## config.mk

```make
export PLATFORM = sky130hd
export DESIGN_NAME = gpio_port_register_set
export DESIGN_NICKNAME = d
export VERILOG_FILES = /design/src/port_regs.v /design/src/port_pin_drive.v /design/src/gpio_port_register_set.v
export VERILOG_INCLUDE_DIRS = /design/src /design/src/src
export SDC_FILE = /design/constraint.sdc
export NUM_CORES = 1
export LEC_CHECK = 0
export BUFFER_PORTS_ARGS = -buffer_cell sky130_fd_sc_hd__buf_2
export CORE_UTILIZATION = 45
export DETAILED_ROUTE_END_ITERATION = 10
export GPL_TIMING_DRIVEN = 0
export PLACE_DENSITY = 0.79
export SLEW_MARGIN = 20
export SYNTH_ARGS = -nofsm -noshare
export SYNTH_HDL_FRONTEND = slang
export SYNTH_SLANG_ARGS = --single-unit
```

## constraint.sdc

```tcl
create_clock -name clk_sys -period 2.45 [get_ports clk_sys]
set_clock_uncertainty 0.1 [all_clocks]
set_input_delay 0.49 -clock clk_sys [delete_from_list [all_inputs] [get_ports clk_sys]]
set_output_delay 0.49 -clock clk_sys [all_outputs]
set_load 0.01 [all_outputs]
```

## src/gpio_port_map.vh

```
// register offsets, reset values and field positions of the gpio port set
`ifndef GPIO_PORT_MAP_VH
`define GPIO_PORT_MAP_VH

`define ADDR_W 8
`define PORT_W 8
`define PORT_G_W 5

`define OFS_B_OUT 8'h00
`define OFS_B_DIR 8'h04
`define OFS_B_IN 8'h08
`define OFS_C_OUT 8'h0C
`define OFS_C_DIR 8'h10
`define OFS_C_IN 8'h14
`define OFS_D_OUT 8'h18
`define OFS_D_DIR 8'h1C
`define OFS_D_IN 8'h20
`define OFS_E_OUT 8'h24
`define OFS_E_DIR 8'h28
`define OFS_E_IN 8'h2C
`define OFS_F_OUT 8'h30
`define OFS_F_DIR 8'h34
`define OFS_F_IN 8'h38
`define OFS_G_OUT 8'h3C
`define OFS_G_DIR 8'h40
`define OFS_G_IN 8'h44
`define OFS_CTRL 8'h48
`define OFS_STATUS 8'h4C

`define PORT_RST 8'h00
`define PORT_G_RST 5'h00
`define C_LEGACY_DIR_RST 8'hFF
`define C_LEGACY_OUT_RST 8'h00
`define PULLUP_OFF_BIT 0
`define LEGACY_BIT 0
`define ALIGN_MASK 8'h03
`define RDATA_ZERO 32'h0000_0000

`endif

```

## src/port_regs.v

```verilog
// output value and direction registers plus pin sampling for one port
`timescale 1ns/1ps
module port_regs #(
	parameter WIDTH = 8
) (
	input wire clk_sys,
	input wire sys_rst,
	input wire [WIDTH-1:0] out_rst_value,
	input wire [WIDTH-1:0] dir_rst_value,
	input wire write_out,
	input wire write_dir,
	input wire [WIDTH-1:0] wdata,
	input wire [WIDTH-1:0] pin_in,
	output reg [WIDTH-1:0] out_value,
	output reg [WIDTH-1:0] direction,
	output reg [WIDTH-1:0] pin_sample
);

	always @(posedge clk_sys) begin
		if (sys_rst) begin
			out_value <= out_rst_value;
			direction <= dir_rst_value;
		end else begin
			if (write_out) begin
				out_value <= wdata;
			end
			if (write_dir) begin
				direction <= wdata;
			end
		end
	end

	// pin levels follow the pins, no reset value
	always @(posedge clk_sys) begin
		pin_sample <= pin_in;
	end

endmodule

```

## src/port_pin_drive.v

```verilog
// pin drive, enable and pull-up for one port, with clockless reset state
`timescale 1ns/1ps
module port_pin_drive #(
	parameter WIDTH = 8
) (
	input wire sys_rst,
	input wire [WIDTH-1:0] out_rst_value,
	input wire [WIDTH-1:0] dir_rst_value,
	input wire [WIDTH-1:0] out_value,
	input wire [WIDTH-1:0] direction,
	input wire pullup_disable,
	input wire force_input,
	input wire alt_enable,
	input wire [WIDTH-1:0] alt_out,
	input wire [WIDTH-1:0] alt_oe,
	output reg [WIDTH-1:0] pin_out,
	output reg [WIDTH-1:0] pin_oe,
	output reg [WIDTH-1:0] pin_pullup
);

	reg [WIDTH-1:0] eff_out;
	reg [WIDTH-1:0] eff_dir;

	always @* begin
		// reset state taken straight from reset values, no clock needed
		eff_out = sys_rst ? out_rst_value : out_value;
		eff_dir = sys_rst ? dir_rst_value : direction;
		pin_out = eff_out & eff_dir;
		pin_oe = eff_dir;
		pin_pullup = ~eff_dir & eff_out & {WIDTH{~pullup_disable}};
		if (alt_enable) begin
			pin_out = alt_out;
			pin_oe = alt_oe;
			pin_pullup = {WIDTH{1'b0}};
		end else if (force_input) begin
			pin_out = {WIDTH{1'b0}};
			pin_oe = {WIDTH{1'b0}};
		end
	end

endmodule

```

## src/gpio_port_register_set.v

```verilog
// apb register set for ports b to g with legacy compatibility mode
//
// Our own choices: the register addresses and the APB slave port.
`timescale 1ns/1ps
`include "gpio_port_map.vh"

// Notes on behaviour
// - legacy mode: port c resets as push-pull outputs driving zero
// - pins take reset state during reset even with no clock running
// - legacy mode: port f output and direction registers absent, writes ignored
// - legacy mode: port f pins are inputs only, never driven
// - legacy mode: port g output, direction and input registers unavailable
// - legacy mode: port g pins carry only their alternate functions
// - port g bits 7 to 5 reserved, read as zero
// - input with value one enables pull-up unless globally disabled
module gpio_port_register_set (
	input wire clk_sys,
	input wire sys_rst,
	input wire legacy_mode_fuse,
	input wire psel,
	input wire penable,
	input wire pwrite,
	input wire [`ADDR_W-1:0] paddr,
	input wire [31:0] pwdata,
	input wire [3:0] pstrb,
	output wire pready,
	output reg [31:0] prdata,
	output wire pslverr,
	input wire [`PORT_W-1:0] pin_b_in,
	output wire [`PORT_W-1:0] pin_b_out,
	output wire [`PORT_W-1:0] pin_b_oe,
	output wire [`PORT_W-1:0] pin_b_pullup,
	input wire [`PORT_W-1:0] pin_c_in,
	output wire [`PORT_W-1:0] pin_c_out,
	output wire [`PORT_W-1:0] pin_c_oe,
	output wire [`PORT_W-1:0] pin_c_pullup,
	input wire [`PORT_W-1:0] pin_d_in,
	output wire [`PORT_W-1:0] pin_d_out,
	output wire [`PORT_W-1:0] pin_d_oe,
	output wire [`PORT_W-1:0] pin_d_pullup,
	input wire [`PORT_W-1:0] pin_e_in,
	output wire [`PORT_W-1:0] pin_e_out,
	output wire [`PORT_W-1:0] pin_e_oe,
	output wire [`PORT_W-1:0] pin_e_pullup,
	input wire [`PORT_W-1:0] pin_f_in,
	output wire [`PORT_W-1:0] pin_f_out,
	output wire [`PORT_W-1:0] pin_f_oe,
	output wire [`PORT_W-1:0] pin_f_pullup,
	input wire [`PORT_G_W-1:0] pin_g_in,
	output wire [`PORT_G_W-1:0] pin_g_out,
	output wire [`PORT_G_W-1:0] pin_g_oe,
	output wire [`PORT_G_W-1:0] pin_g_pullup,
	input wire [`PORT_G_W-1:0] g_alt_out,
	input wire [`PORT_G_W-1:0] g_alt_oe
);

	reg legacy_mode;
	reg global_pullup_disable;
	reg [31:0] next_rdata;

	wire mode_now;
	wire pullup_off_now;
	wire setup_phase;
	wire access_phase;
	wire write_phase;
	wire [`PORT_W-1:0] wbyte;
	wire [`PORT_W-1:0] c_dir_rst;
	wire [`PORT_W-1:0] c_out_rst;

	wire [`PORT_W-1:0] port_b_output_value;
	wire [`PORT_W-1:0] port_b_direction;
	wire [`PORT_W-1:0] port_b_pin_input;
	wire [`PORT_W-1:0] port_c_output_value;
	wire [`PORT_W-1:0] port_c_direction;
	wire [`PORT_W-1:0] port_c_pin_input;
	wire [`PORT_W-1:0] port_d_output_value;
	wire [`PORT_W-1:0] port_d_direction;
	wire [`PORT_W-1:0] port_d_pin_input;
	wire [`PORT_W-1:0] port_e_output_value;
	wire [`PORT_W-1:0] port_e_direction;
	wire [`PORT_W-1:0] port_e_pin_input;
	wire [`PORT_W-1:0] port_f_output_value;
	wire [`PORT_W-1:0] port_f_direction;
	wire [`PORT_W-1:0] port_f_pin_input;
	wire [`PORT_G_W-1:0] port_g_output_value;
	wire [`PORT_G_W-1:0] port_g_direction;
	wire [`PORT_G_W-1:0] port_g_pin_input;

	// true when the address names a mapped, aligned register
	function addr_hit;
		input [`ADDR_W-1:0] addr;
		begin
			addr_hit = ((addr & `ALIGN_MASK) == 8'h00) && (addr <= `OFS_STATUS);
		end
	endfunction

	// write strobe for one register, low byte lane required
	function wr_sel;
		input [`ADDR_W-1:0] addr;
		input [`ADDR_W-1:0] ofs;
		begin
			wr_sel = write_phase && (addr == ofs);
		end
	endfunction

	// zero-extends a port byte into a bus word
	function [31:0] word8;
		input [`PORT_W-1:0] value;
		begin
			word8 = {24'h00_0000, value};
		end
	endfunction

	assign setup_phase = psel & ~penable;
	assign access_phase = psel & penable;
	assign write_phase = access_phase & pwrite & pstrb[0];
	assign pready = 1'b1;
	assign pslverr = access_phase & ~addr_hit(paddr);
	assign wbyte = pwdata[`PORT_W-1:0];

	// mode from the fuse directly while in reset, latched afterwards
	assign mode_now = sys_rst ? legacy_mode_fuse : legacy_mode;
	assign pullup_off_now = global_pullup_disable & ~sys_rst;

	assign c_dir_rst = legacy_mode_fuse ? `C_LEGACY_DIR_RST : `PORT_RST;
	assign c_out_rst = legacy_mode_fuse ? `C_LEGACY_OUT_RST : `PORT_RST;

	always @(posedge clk_sys) begin
		if (sys_rst) begin
			legacy_mode <= legacy_mode_fuse;
			global_pullup_disable <= 1'b0;
		end else if (wr_sel(paddr, `OFS_CTRL)) begin
			global_pullup_disable <= pwdata[`PULLUP_OFF_BIT];
		end
	end

	// read data prepared in setup phase, held through access phase
	always @* begin
		next_rdata = `RDATA_ZERO;
		case (paddr)
			`OFS_B_OUT: begin
				next_rdata = word8(port_b_output_value);
			end
			`OFS_B_DIR: begin
				next_rdata = word8(port_b_direction);
			end
			`OFS_B_IN: begin
				next_rdata = word8(port_b_pin_input);
			end
			`OFS_C_OUT: begin
				next_rdata = word8(port_c_output_value);
			end
			`OFS_C_DIR: begin
				next_rdata = word8(port_c_direction);
			end
			`OFS_C_IN: begin
				next_rdata = word8(port_c_pin_input);
			end
			`OFS_D_OUT: begin
				next_rdata = word8(port_d_output_value);
			end
			`OFS_D_DIR: begin
				next_rdata = word8(port_d_direction);
			end
			`OFS_D_IN: begin
				next_rdata = word8(port_d_pin_input);
			end
			`OFS_E_OUT: begin
				next_rdata = word8(port_e_output_value);
			end
			`OFS_E_DIR: begin
				next_rdata = word8(port_e_direction);
			end
			`OFS_E_IN: begin
				next_rdata = word8(port_e_pin_input);
			end
			`OFS_F_OUT: begin
				if (!legacy_mode) begin
					next_rdata = word8(port_f_output_value);
				end
			end
			`OFS_F_DIR: begin
				if (!legacy_mode) begin
					next_rdata = word8(port_f_direction);
				end
			end
			`OFS_F_IN: begin
				next_rdata = word8(port_f_pin_input);
			end
			`OFS_G_OUT: begin
				if (!legacy_mode) begin
					next_rdata = word8({3'b000, port_g_output_value});
				end
			end
			`OFS_G_DIR: begin
				if (!legacy_mode) begin
					next_rdata = word8({3'b000, port_g_direction});
				end
			end
			`OFS_G_IN: begin
				if (!legacy_mode) begin
					next_rdata = word8({3'b000, port_g_pin_input});
				end
			end
			`OFS_CTRL: begin
				next_rdata[`PULLUP_OFF_BIT] = global_pullup_disable;
			end
			`OFS_STATUS: begin
				next_rdata[`LEGACY_BIT] = legacy_mode;
			end
			default: begin
				next_rdata = `RDATA_ZERO;
			end
		endcase
	end

	always @(posedge clk_sys) begin
		if (sys_rst) begin
			prdata <= `RDATA_ZERO;
		end else if (setup_phase && !pwrite) begin
			prdata <= next_rdata;
		end
	end

	// port b
	port_regs #(.WIDTH(`PORT_W)) regs_b (
		.clk_sys(clk_sys),
		.sys_rst(sys_rst),
		.out_rst_value(`PORT_RST),
		.dir_rst_value(`PORT_RST),
		.write_out(wr_sel(paddr, `OFS_B_OUT)),
		.write_dir(wr_sel(paddr, `OFS_B_DIR)),
		.wdata(wbyte),
		.pin_in(pin_b_in),
		.out_value(port_b_output_value),
		.direction(port_b_direction),
		.pin_sample(port_b_pin_input)
	);

	port_pin_drive #(.WIDTH(`PORT_W)) drive_b (
		.sys_rst(sys_rst),
		.out_rst_value(`PORT_RST),
		.dir_rst_value(`PORT_RST),
		.out_value(port_b_output_value),
		.direction(port_b_direction),
		.pullup_disable(pullup_off_now),
		.force_input(1'b0),
		.alt_enable(1'b0),
		.alt_out(`PORT_RST),
		.alt_oe(`PORT_RST),
		.pin_out(pin_b_out),
		.pin_oe(pin_b_oe),
		.pin_pullup(pin_b_pullup)
	);

	// port c, legacy reset drives zero on every pin
	port_regs #(.WIDTH(`PORT_W)) regs_c (
		.clk_sys(clk_sys),
		.sys_rst(sys_rst),
		.out_rst_value(c_out_rst),
		.dir_rst_value(c_dir_rst),
		.write_out(wr_sel(paddr, `OFS_C_OUT)),
		.write_dir(wr_sel(paddr, `OFS_C_DIR)),
		.wdata(wbyte),
		.pin_in(pin_c_in),
		.out_value(port_c_output_value),
		.direction(port_c_direction),
		.pin_sample(port_c_pin_input)
	);

	port_pin_drive #(.WIDTH(`PORT_W)) drive_c (
		.sys_rst(sys_rst),
		.out_rst_value(c_out_rst),
		.dir_rst_value(c_dir_rst),
		.out_value(port_c_output_value),
		.direction(port_c_direction),
		.pullup_disable(pullup_off_now),
		.force_input(1'b0),
		.alt_enable(1'b0),
		.alt_out(`PORT_RST),
		.alt_oe(`PORT_RST),
		.pin_out(pin_c_out),
		.pin_oe(pin_c_oe),
		.pin_pullup(pin_c_pullup)
	);

	// port d
	port_regs #(.WIDTH(`PORT_W)) regs_d (
		.clk_sys(clk_sys),
		.sys_rst(sys_rst),
		.out_rst_value(`PORT_RST),
		.dir_rst_value(`PORT_RST),
		.write_out(wr_sel(paddr, `OFS_D_OUT)),
		.write_dir(wr_sel(paddr, `OFS_D_DIR)),
		.wdata(wbyte),
		.pin_in(pin_d_in),
		.out_value(port_d_output_value),
		.direction(port_d_direction),
		.pin_sample(port_d_pin_input)
	);

	port_pin_drive #(.WIDTH(`PORT_W)) drive_d (
		.sys_rst(sys_rst),
		.out_rst_value(`PORT_RST),
		.dir_rst_value(`PORT_RST),
		.out_value(port_d_output_value),
		.direction(port_d_direction),
		.pullup_disable(pullup_off_now),
		.force_input(1'b0),
		.alt_enable(1'b0),
		.alt_out(`PORT_RST),
		.alt_oe(`PORT_RST),
		.pin_out(pin_d_out),
		.pin_oe(pin_d_oe),
		.pin_pullup(pin_d_pullup)
	);

	// port e
	port_regs #(.WIDTH(`PORT_W)) regs_e (
		.clk_sys(clk_sys),
		.sys_rst(sys_rst),
		.out_rst_value(`PORT_RST),
		.dir_rst_value(`PORT_RST),
		.write_out(wr_sel(paddr, `OFS_E_OUT)),
		.write_dir(wr_sel(paddr, `OFS_E_DIR)),
		.wdata(wbyte),
		.pin_in(pin_e_in),
		.out_value(port_e_output_value),
		.direction(port_e_direction),
		.pin_sample(port_e_pin_input)
	);

	port_pin_drive #(.WIDTH(`PORT_W)) drive_e (
		.sys_rst(sys_rst),
		.out_rst_value(`PORT_RST),
		.dir_rst_value(`PORT_RST),
		.out_value(port_e_output_value),
		.direction(port_e_direction),
		.pullup_disable(pullup_off_now),
		.force_input(1'b0),
		.alt_enable(1'b0),
		.alt_out(`PORT_RST),
		.alt_oe(`PORT_RST),
		.pin_out(pin_e_out),
		.pin_oe(pin_e_oe),
		.pin_pullup(pin_e_pullup)
	);

	// port f, input only in legacy mode
	port_regs #(.WIDTH(`PORT_W)) regs_f (
		.clk_sys(clk_sys),
		.sys_rst(sys_rst),
		.out_rst_value(`PORT_RST),
		.dir_rst_value(`PORT_RST),
		.write_out(wr_sel(paddr, `OFS_F_OUT) & ~legacy_mode),
		.write_dir(wr_sel(paddr, `OFS_F_DIR) & ~legacy_mode),
		.wdata(wbyte),
		.pin_in(pin_f_in),
		.out_value(port_f_output_value),
		.direction(port_f_direction),
		.pin_sample(port_f_pin_input)
	);

	port_pin_drive #(.WIDTH(`PORT_W)) drive_f (
		.sys_rst(sys_rst),
		.out_rst_value(`PORT_RST),
		.dir_rst_value(`PORT_RST),
		.out_value(port_f_output_value),
		.direction(port_f_direction),
		.pullup_disable(pullup_off_now),
		.force_input(mode_now),
		.alt_enable(1'b0),
		.alt_out(`PORT_RST),
		.alt_oe(`PORT_RST),
		.pin_out(pin_f_out),
		.pin_oe(pin_f_oe),
		.pin_pullup(pin_f_pullup)
	);

	// port g, five bits, alternate functions only in legacy mode
	port_regs #(.WIDTH(`PORT_G_W)) regs_g (
		.clk_sys(clk_sys),
		.sys_rst(sys_rst),
		.out_rst_value(`PORT_G_RST),
		.dir_rst_value(`PORT_G_RST),
		.write_out(wr_sel(paddr, `OFS_G_OUT) & ~legacy_mode),
		.write_dir(wr_sel(paddr, `OFS_G_DIR) & ~legacy_mode),
		.wdata(wbyte[`PORT_G_W-1:0]),
		.pin_in(pin_g_in),
		.out_value(port_g_output_value),
		.direction(port_g_direction),
		.pin_sample(port_g_pin_input)
	);

	port_pin_drive #(.WIDTH(`PORT_G_W)) drive_g (
		.sys_rst(sys_rst),
		.out_rst_value(`PORT_G_RST),
		.dir_rst_value(`PORT_G_RST),
		.out_value(port_g_output_value),
		.direction(port_g_direction),
		.pullup_disable(pullup_off_now),
		.force_input(1'b0),
		.alt_enable(mode_now),
		.alt_out(g_alt_out),
		.alt_oe(g_alt_oe),
		.pin_out(pin_g_out),
		.pin_oe(pin_g_oe),
		.pin_pullup(pin_g_pullup)
	);

endmodule

```

==> Word level (Yosys, flattened, before mapping) <==
Index checks and enable logic that the tools add are counted.
{ "totals": {"ff_bits": 169, "out_inout_bits": 169, "elab_cells": 127} }
{ "classes": {"reduce_logical": 19, "magnitude_cmp": 1, "eq_ne": 19, "bitwise": 39, "n_mux": 28} }
{ "ops": {"columns": ["op", "count"], "rows": [
  ["$pmux W31 S18", 1],
  ["$mux W8", 17],
  ["$and A8 B8 Y8", 15],
  ["$eq A8 B6 Y1 const B", 8],
  ["$mux W5", 8],
  ["$not A8 Y8", 5],
  ["$eq A8 B5 Y1 const B", 4],
  ["$eq A8 B7 Y1 const B", 4],
  ["$pmux W1 S20", 1],
  ["$eq A8 B4 Y1 const B", 2],
  ["$logic_not A8 Y1", 2],
  ["$and A5 B5 Y5", 3],
  ["$logic_and A1 B1 Y1", 15],
  ["$and A1 B1 Y1", 10],
  ["$eq A8 B3 Y1 const B", 1],
  ["$le A8 B7 Y1 const B", 1],
  ["$not A1 Y1", 5],
  ["$not A5 Y5", 1],
  ["$reduce_bool A2 Y1", 1],
  ["$logic_not A1 Y1", 1],
  ["$mux W1", 1]
]} }

==> Longest topological paths before layout <==
Gate-level depths: netlist of run 1.
{ "logic_depth": {"ltp_word": 6, "ltp_mapped": 9, "mapped_depth_nobuf": 6} }

==> Modules after synthesis <==
A second synthesis of run 1 with hierarchy kept.
{ "unflattened": {"cells_unflattened": 995, "area_unflattened_um2": 10427.5} }
{ "modules_own_cells": {"columns": ["mod", "instances", "area_per_inst_um2", "cells_each", "seq_area_each_um2"], "rows": [
  ["port_regs at regs_b ...", 5, 894.6, 44, 640.6],
  ["port_pin_drive at drive_b ...", 5, 576.8, 83, 0.0],
  ["gpio_port_register_set", 1, 2159.6, 281, 200.2],
  ["port_regs at regs_g", 1, 566.8, 28, 400.4],
  ["port_pin_drive at drive_g", 1, 344.1, 51, 0.0]
]} }

==> Worst setup path after synthesis of run 1 <==
No wires, ideal clock.
{ "synth_path": {"path_type": "input -> register", "startpoint": "input paddr[6]", "endpoint": "register regs_c.direction[0] (enable)", "cell_stages": 5, "arrival_time_ns": 1.893, "path_buffers": 3, "required_time_ns": 1.975, "setup_slack_ns": 0.082, "path_cell_list": "buf_6 > or4b_1 > clkbuf_1 > clkbuf_1 > o21bai_1"} }
{ "synth_between": {"elab_chain_len": 3} }
{ "synth_rtl": {"columns": ["item", "line_no", "text"], "rows": [
  ["start, declared", "gpio_port_register_set.v:23", "input wire [`ADDR_W-1:0] paddr,"],
  ["$eq A8 B5 Y1", null, null],
  ["$logic_and A1 B1 Y1", "gpio_port_register_set.v:102", "wr_sel = write_phase && (addr == ofs);"],
  ["$reduce_bool A2 Y1 (no source line)", null, null],
  ["end signal, assigned", "port_regs.v:22", "direction <= dir_rst_value;"],
  ["end signal, assigned", "port_regs.v:28", "direction <= wdata;"],
  ["end, declared", "port_regs.v:15", "output reg [WIDTH-1:0] direction,"]
]} }
Every way passes these cells.
A chain may end at the register's enable or synchronous reset.

==> Worst setup path after layout of run 1 <==
{ "layout_path": {"startpoint": "input sys_rst", "endpoint": "output pin_f_pullup[1]"} }
{ "layout_between": {"elab_chain_len": 4} }
{ "layout_rtl": {"columns": ["item", "line_no", "text"], "rows": [
  ["start, declared", "gpio_port_register_set.v:18", "input wire sys_rst,"],
  ["$mux W8 / $not A1 Y1 (equally long branches)", "port_pin_drive.v:27, gpio_port_register_set.v:123", null],
  ["$not A8 Y8 / $and A1 B1 Y1 (equally long branches)", "port_pin_drive.v:30, gpio_port_register_set.v:123", null],
  ["$and A8 B8 Y8 / $not A1 Y1 (equally long branches)", "port_pin_drive.v:30", "pin_pullup = ~eff_dir & eff_out & {WIDTH{~pullup_disable}};"],
  ["$and A8 B8 Y8 *", "port_pin_drive.v:30", null],
  ["end, declared", "gpio_port_register_set.v:48", "output wire [`PORT_W-1:0] pin_f_pullup,"]
]} }
Every way passes the cells marked *; elsewhere a longest branch is shown, timed or not.

==> results of run 1 <==
final timing paths:
path | start | to | slack (ns) | depth (start not counted)
hold / removal | pin_f_in[7] | regs_f.pin_sample[7] | 0.05 | 1
setup reg to reg | legacy_mode | prdata[6] | 0.44 | 6
hold reg to reg | prdata[5] | prdata[5] | 0.39 | 2
setup / recovery | sys_rst | pin_f_pullup[1] | -0.01 | 6
logic make-up after synthesis:
| group | Yosys count |
|---|---|
| AO/OA/AOI/OAI | 206 |
| XOR/XNOR | 1 |
| adder cells (fa/ha/maj) | 1 |
| buffers and inverters | 108 |
| flip-flops | 145 |
| multiplexers | 74 |
| other | 2 |
| AND/OR/NAND/NOR | 311 |
per-stage QoR:
| step | hold WS [ns] | utilization, % | power, mW | setup slack [ns] | setup TNS [ns] |
|---|---|---|---|---|---|
| after floorplan | 0.362 | - | 2.81 | 0.0820 | 0 |
| after global placement | 0.381 | 55.1 | 3.05 | -0.650 | -48.93 |
| after detailed placement | 0.373 | 55.1 | 3.05 | -0.616 | -43.80 |
| after CTS | 0.0391 | 59.4 | 5.87 | 0.00512 | 0 |
| after global routing | 0.0417 | 59.7 | 6.01 | -0.0444 | -0.307 |
| final | 0.0468 | 59.7 | 5.89 | -0.0124 | -0.0124 |
critical path: stages:
cell	delay (ns)
clkbuf_2	0.23
or2_2	0.33
clkbuf_1	0.14
clkbuf_4	0.25
nor3b_1	0.24
buf_2	0.18
layout make-up:
type | instances | area, sq um | share of cell area (%)
plain buffers | 88 | 487 | 5.11
clock buffers | 20 | 468 | 4.91
clock inverters | 11 | 175 | 1.84
inverters | 19 | 71.3 | 0.749
multi-input cells | 618 | 4000 | 41.9
flip-flops and latches | 145 | 2980 | 31.3
well taps | 216 | 270 | 2.84
repair buffers | 215 | 1080 | 11.3
state kept, by name, indices dropped and copies added (netlist names):
signal	flops
regs_f.out_value	8
prdata	8
regs_d.pin_sample	8
regs_e.out_value	8
regs_b.direction	8
regs_d.direction	8
regs_e.direction	8
regs_c.pin_sample	8
regs_d.out_value	8
regs_c.out_value	8
global_pullup_disable	1
regs_b.pin_sample	8
regs_c.direction	8
regs_g.out_value	5
regs_f.direction	8
regs_f.pin_sample	8
regs_g.pin_sample	5
regs_g.direction	5
regs_e.pin_sample	8
regs_b.out_value	8
legacy_mode	1
power groups by stage:
stage / clock network, mW / registers (mW) / logic, mW
6_report: 2.85 / 2.47 / 0.567
5_1_grt: 2.94 / 2.47 / 0.592
4_1_cts: 2.86 / 2.47 / 0.542
3_5_place_dp: 0 / 2.52 / 0.535
3_3_place_gp: 0 / 2.52 / 0.535
2_1_floorplan: 0 / 2.50 / 0.304
metal layers:
metal  GRT usage, %  up-vias  wire, um
met4           16.3        0      1220
met2           55.6      603     13500
li1               -     3469         -
met5              0        -         0
met1           46.4     3750     11900
met3           9.88       94      3640
synth_stat cells, types with 25 or more instances:
master | n | area share (%)
a21oi_1 | 62 | 4.2
and2_1 | 34 | 2.9
buf_4 | 25 | 2.6
clkbuf_1 | 45 | 2.3
dfxtp_1 | 137 | 37
mux2i_1 | 56 | 7.6
nand2_1 | 76 | 3.9
nor2_1 | 56 | 2.9
nor2b_1 | 28 | 2.4
nor3b_1 | 53 | 5.4
o21ai_0 | 77 | 5.2
==> flow_metrics.tcl, run 1 <==
set metrics [dict create \
    dp_hpwl_mm 22.5 \
    clockPowerShare_pct 48.4 \
    ys_seq_elements 145 \
    post-route-period-util_pct 101 \
    synthAdderAreaFrac_pct 0.153 \
    setup_viol 1 \
    grt_pass1_vias 7027 \
    fin_crit_ns 2.46 \
    leakage_nw 4.03 \
    setup.worst_path.start_class "input port" \
    grt.overflow.total 0 \
    cts_setup_buffers 0 \
    synthSimpleGateAreaFrac_pct 23.8 \
    comb_power_share_pct 9.6 \
    drt_first_pass_iters 6 \
    htree_levels 4 \
    hold_viol 0 \
    internal_power_mw 4.42 \
    cts_hold_buf 0 \
    ioPinCount 274 \
    synthCells 848 \
    async_flop_share_pct 0 \
    violations "negative setup slack" \
    numCtsBuffers 17 \
    fillCellCount 1439 \
    path_clk_slew_ns 0.06 \
    maxSlewHeadroom_pct 37.7 \
    drv_cap 0 \
    switching_share_pct 25.0 \
    grt_pass1_wl_mm 42.8 \
    io_buffer_count 215 \
    vias_per_cell 5.94 \
    synthMuxAreaShare_pct 11.3 \
    timing.final.ws_setup_ns -0.0124 \
    synth-compound-area-share_pct 16.7 \
    seqPwrFrac_pct 41.9 \
    finalMaxSlewViolations 0 \
    cp_data_arrival_time_ns 1.87 \
    drive_gt1_share_pct 31.1 \
    antenna_found_initial 1 \
    postPlaceCellArea_sq_um 8780 \
    route.vias.total 7916 \
    place_congestion 0.992 \
    p_switching_mw 1.47 \
    clock_path_buffers 2 \
    clk_latency_ns 0.44 \
    worstSetupPathType "input port to output port" \
    wirelength_mm 30.3 \
    nets 1209 \
    rows 46 \
    ant_nets 0 \
    finalNonFillerCells 1332 \
    grt_usage_pct 35.8 \
    final_cell_area_sq_um 9530 \
    max_freq_mhz 406 \
    dieWidth_um 130 \
    peakVddDrop_mv 0.514 \
    drt_iter0_markers 889 \
    area_delta_synth_final_pct 29.6 \
    die_y_um 130 \
    place_inst 1302 \
    initial_utilization_pct 46.1 \
    avgSynthCellArea_sq_um 8.67 \
    power.density_nw_per_um2 618 \
    synthFlopType "dfxtp_1" \
    path_max_fanout 10 \
    hold_class "input port to flop" \
    synth_edf_count 8 \
    outcome "finished, violations left" \
    synth_top_family_by_area "simple AND/OR/NAND/NOR gates" \
    grt_max_degree 20 \
    synth.cell_area_sq_um 7350 \
    core-area_sq_um 15900 \
    grt_setup_unrepaired "yes" \
    clock_sinks 145 \
    cts_tree "done" \
    wl_per_cell_um 22.8 \
    cts_resized 20 \
    yosysSeqAreaShare_pct 40.6 \
    layout_commonest_cell "buf_2" \
    n_antenna_cell 0 \
    cts_root_buf "clkbuf_16" \
    ys.warnings.count 0 \
    layout_common_cells "buf_2, dfxtp_1, o21ai_0, nand2_1, a21oi_1" \
    drcViolationCount 0 \
    synth_xor_area_share_pct 0.119 \
    required_ns 1.86 \
    die_area_sq_um 16900 \
    synth_cell_type_count 62 \
    cp-end-kind "output port" \
    worst_slew_pin_slew_ns 0.935 \
]
Note: power is estimated with default switching activity, not from simulation.
==> run 2, diff against run 1 <==
--- a/config.mk
+++ b/config.mk
@@ -7,11 +7,13 @@
 export NUM_CORES = 1
 export LEC_CHECK = 0
 export BUFFER_PORTS_ARGS = -buffer_cell sky130_fd_sc_hd__buf_2
-export CORE_UTILIZATION = 45
+export CORE_UTILIZATION = 40
 export DETAILED_ROUTE_END_ITERATION = 10
 export GPL_TIMING_DRIVEN = 0
-export PLACE_DENSITY = 0.79
+export PLACE_DENSITY = 0.72
+export SKIP_CTS_REPAIR_TIMING = 1
 export SLEW_MARGIN = 20
 export SYNTH_ARGS = -nofsm -noshare
 export SYNTH_HDL_FRONTEND = slang
 export SYNTH_SLANG_ARGS = --single-unit
+export TNS_END_PERCENT = 50
==> run 2 against run 1 <==
  * The flow still finishes with violations (negative setup slack)
  * Core utilization fell by 6.7 points
  * Cell count rose by 1.1%
  * Routed wire length rose by 0.50%
  * Flip-flop and latch count did not move
  * Critical endpoint is now pin_c_pullup[5]
  * Critical path depth fell by 1
  * Fmax fell by 0.64%
  * Clock power fell by 9.8%
  * Global-route usage fell by 4.0 points
  * Combinational power barely moved
  * Worst setup slack got worse by 0.016 ns
==> flow_metrics.tcl, run 2 (same netlist as run 1, synthesis figures left out) <==
set metrics [dict create \
    outcome "finished, violations left" \
    violations "negative setup slack" \
    n_antenna_cell 0 \
    dr_wl_met2_mm 13.6 \
    max_freq_mhz 404 \
    setup_viol 1 \
    layout_commonest_cell "buf_2" \
    layout_common_cells "buf_2, dfxtp_1, o21ai_0, nand2_1, a21oi_1" \
    drive_gt1_share_pct 31.5 \
    peakVddDrop_mv 0.430 \
    maxSlewHeadroom_pct 36.3 \
    post-route-period-util_pct 101 \
    wirelength_mm 30.5 \
    ff2ff_setup_slack_ns 0.42 \
    p_total_mw 5.61 \
    wl_met1_mm 12.1 \
    clk_latency_ns 0.44 \
    wl_per_cell_um 22.6 \
    htree_levels 4 \
    clock_sinks 145 \
    rows 49 \
    min_from "pin_b_in[1]" \
    reg2reg_depth 5 \
    core-area_sq_um 18000 \
    numCtsBuffers 17 \
    dieWidth_um 138 \
    die_y_um 138 \
    top_layer "met4" \
    antenna_found_initial 0 \
    ant_nets 0 \
    path_max_fanout 10 \
    initial_utilization_pct 40.9 \
    area_delta_synth_final_pct 29.5 \
    hold_viol 0 \
    drv_cap 0 \
    whs_ns 0.0504 \
    required_ns 1.86 \
    power.density_nw_per_um2 589 \
    drcViolationCount 0 \
    seq_area_sq_um 2980 \
    cp-end-kind "output port" \
    worstSetupPathType "flop to output port" \
    multiInputGateArea_sq_um 4020 \
    hold_depth 1 \
    reg2reg_to "prdata[3]" \
    grt_pass1_vias 6892 \
    path_clk_slew_ns 0.07 \
    fin_crit_ns 2.48 \
    hold_class "input port to flop" \
    drt_first_pass_iters 5 \
    grt.overflow.total 0 \
    cts_root_buf "clkbuf_16" \
    cp_data_arrival_time_ns 1.89 \
    routed-wl-met3_mm 3.60 \
    leakage_nw 4.01 \
    fillCellCount 1707 \
    io_buffer_count 215 \
    grt_pass1_wl_mm 42.8 \
    drt_iter0_markers 929 \
    grt_usage_pct 31.9 \
    cts_tree "done" \
    ioPinCount 274 \
    vias_per_cell 5.77 \
    r2r_start "legacy_mode" \
    timing.final.ws_setup_ns -0.0282 \
    setup.worst_path.start_class "flop" \
    die_area_sq_um 18900 \
    nets 1210 \
    worstHoldEndpoint "regs_b.pin_sample[1]" \
    finalMaxSlewViolations 0 \
    worst_slew_pin_slew_ns 0.948 \
    clock_path_buffers 2 \
    place_congestion 0.978 \
    dp_hpwl_mm 22.7 \
    grt_max_degree 17 \
    route.vias.total 7764 \
]
==> run 2: layout make-up <==
type	count	share of cell area, %
Timing Repair Buffer	215	11.3
Clock inverter	10	1.03
Tap cell	229	3.01
Inverter	19	0.749
Clock buffer	21	5.07
Sequential cell	145	31.3
Multi-Input combinational cell	618	42.2
Buffer	89	5.28
==> run 2: worst max-delay path by stage <==
stage          depth (start not counted)             startpoint                   to  slack, ns
2_1_floorplan                          5               paddr[6]  regs_c.direction[0]       0.08
3_3_place_gp                           5                sys_rst          pin_g_oe[2]      -0.63
3_5_place_dp                           5                sys_rst          pin_g_oe[2]      -0.61
4_1_cts                                5                sys_rst          pin_g_oe[2]      -0.61
5_1_grt                                5  global_pullup_disable      pin_c_pullup[5]      -0.02
6_report                               5  global_pullup_disable      pin_c_pullup[5]      -0.03
==> run 2: critical path: stages, from the launching register on <==
cell and delay (ns):
dfxtp_1 0.34, or2_2 0.30, clkbuf_1 0.14, buf_4 0.22, nor3b_2 0.26, buf_2 0.18
==> run 2: stage by stage <==
step	TNS, ns	instances	instance area, sq um	setup WS [ns]	util (%)
after floorplan	0	871	7440	0.0820	-
after global placement	-48.39	1315	8800	-0.633	49.0
after detailed placement	-49.95	1315	8800	-0.608	49.0
after CTS	-22.12	1346	9380	-0.612	52.2
after global routing	-0.0654	1346	9520	-0.0205	53.0
final	-0.0282	1346	9520	-0.0282	53.0
==> run 2: power breakdown <==
group	internal (mW)	switching (mW)	total, mW
combinational	0.189	0.375	0.564
sequential	2.44	0.0341	2.47
clock	1.52	1.05	2.57
total	4.15	1.46	5.61
==> run 2: routing by layer <==
layer / vias to the layer above / track usage, %
met5: - / 0
met4: 0 / 15.9
met3: 86 / 6.73
met2: 546 / 47.9
met1: 3658 / 43.0
li1: 3474 / -
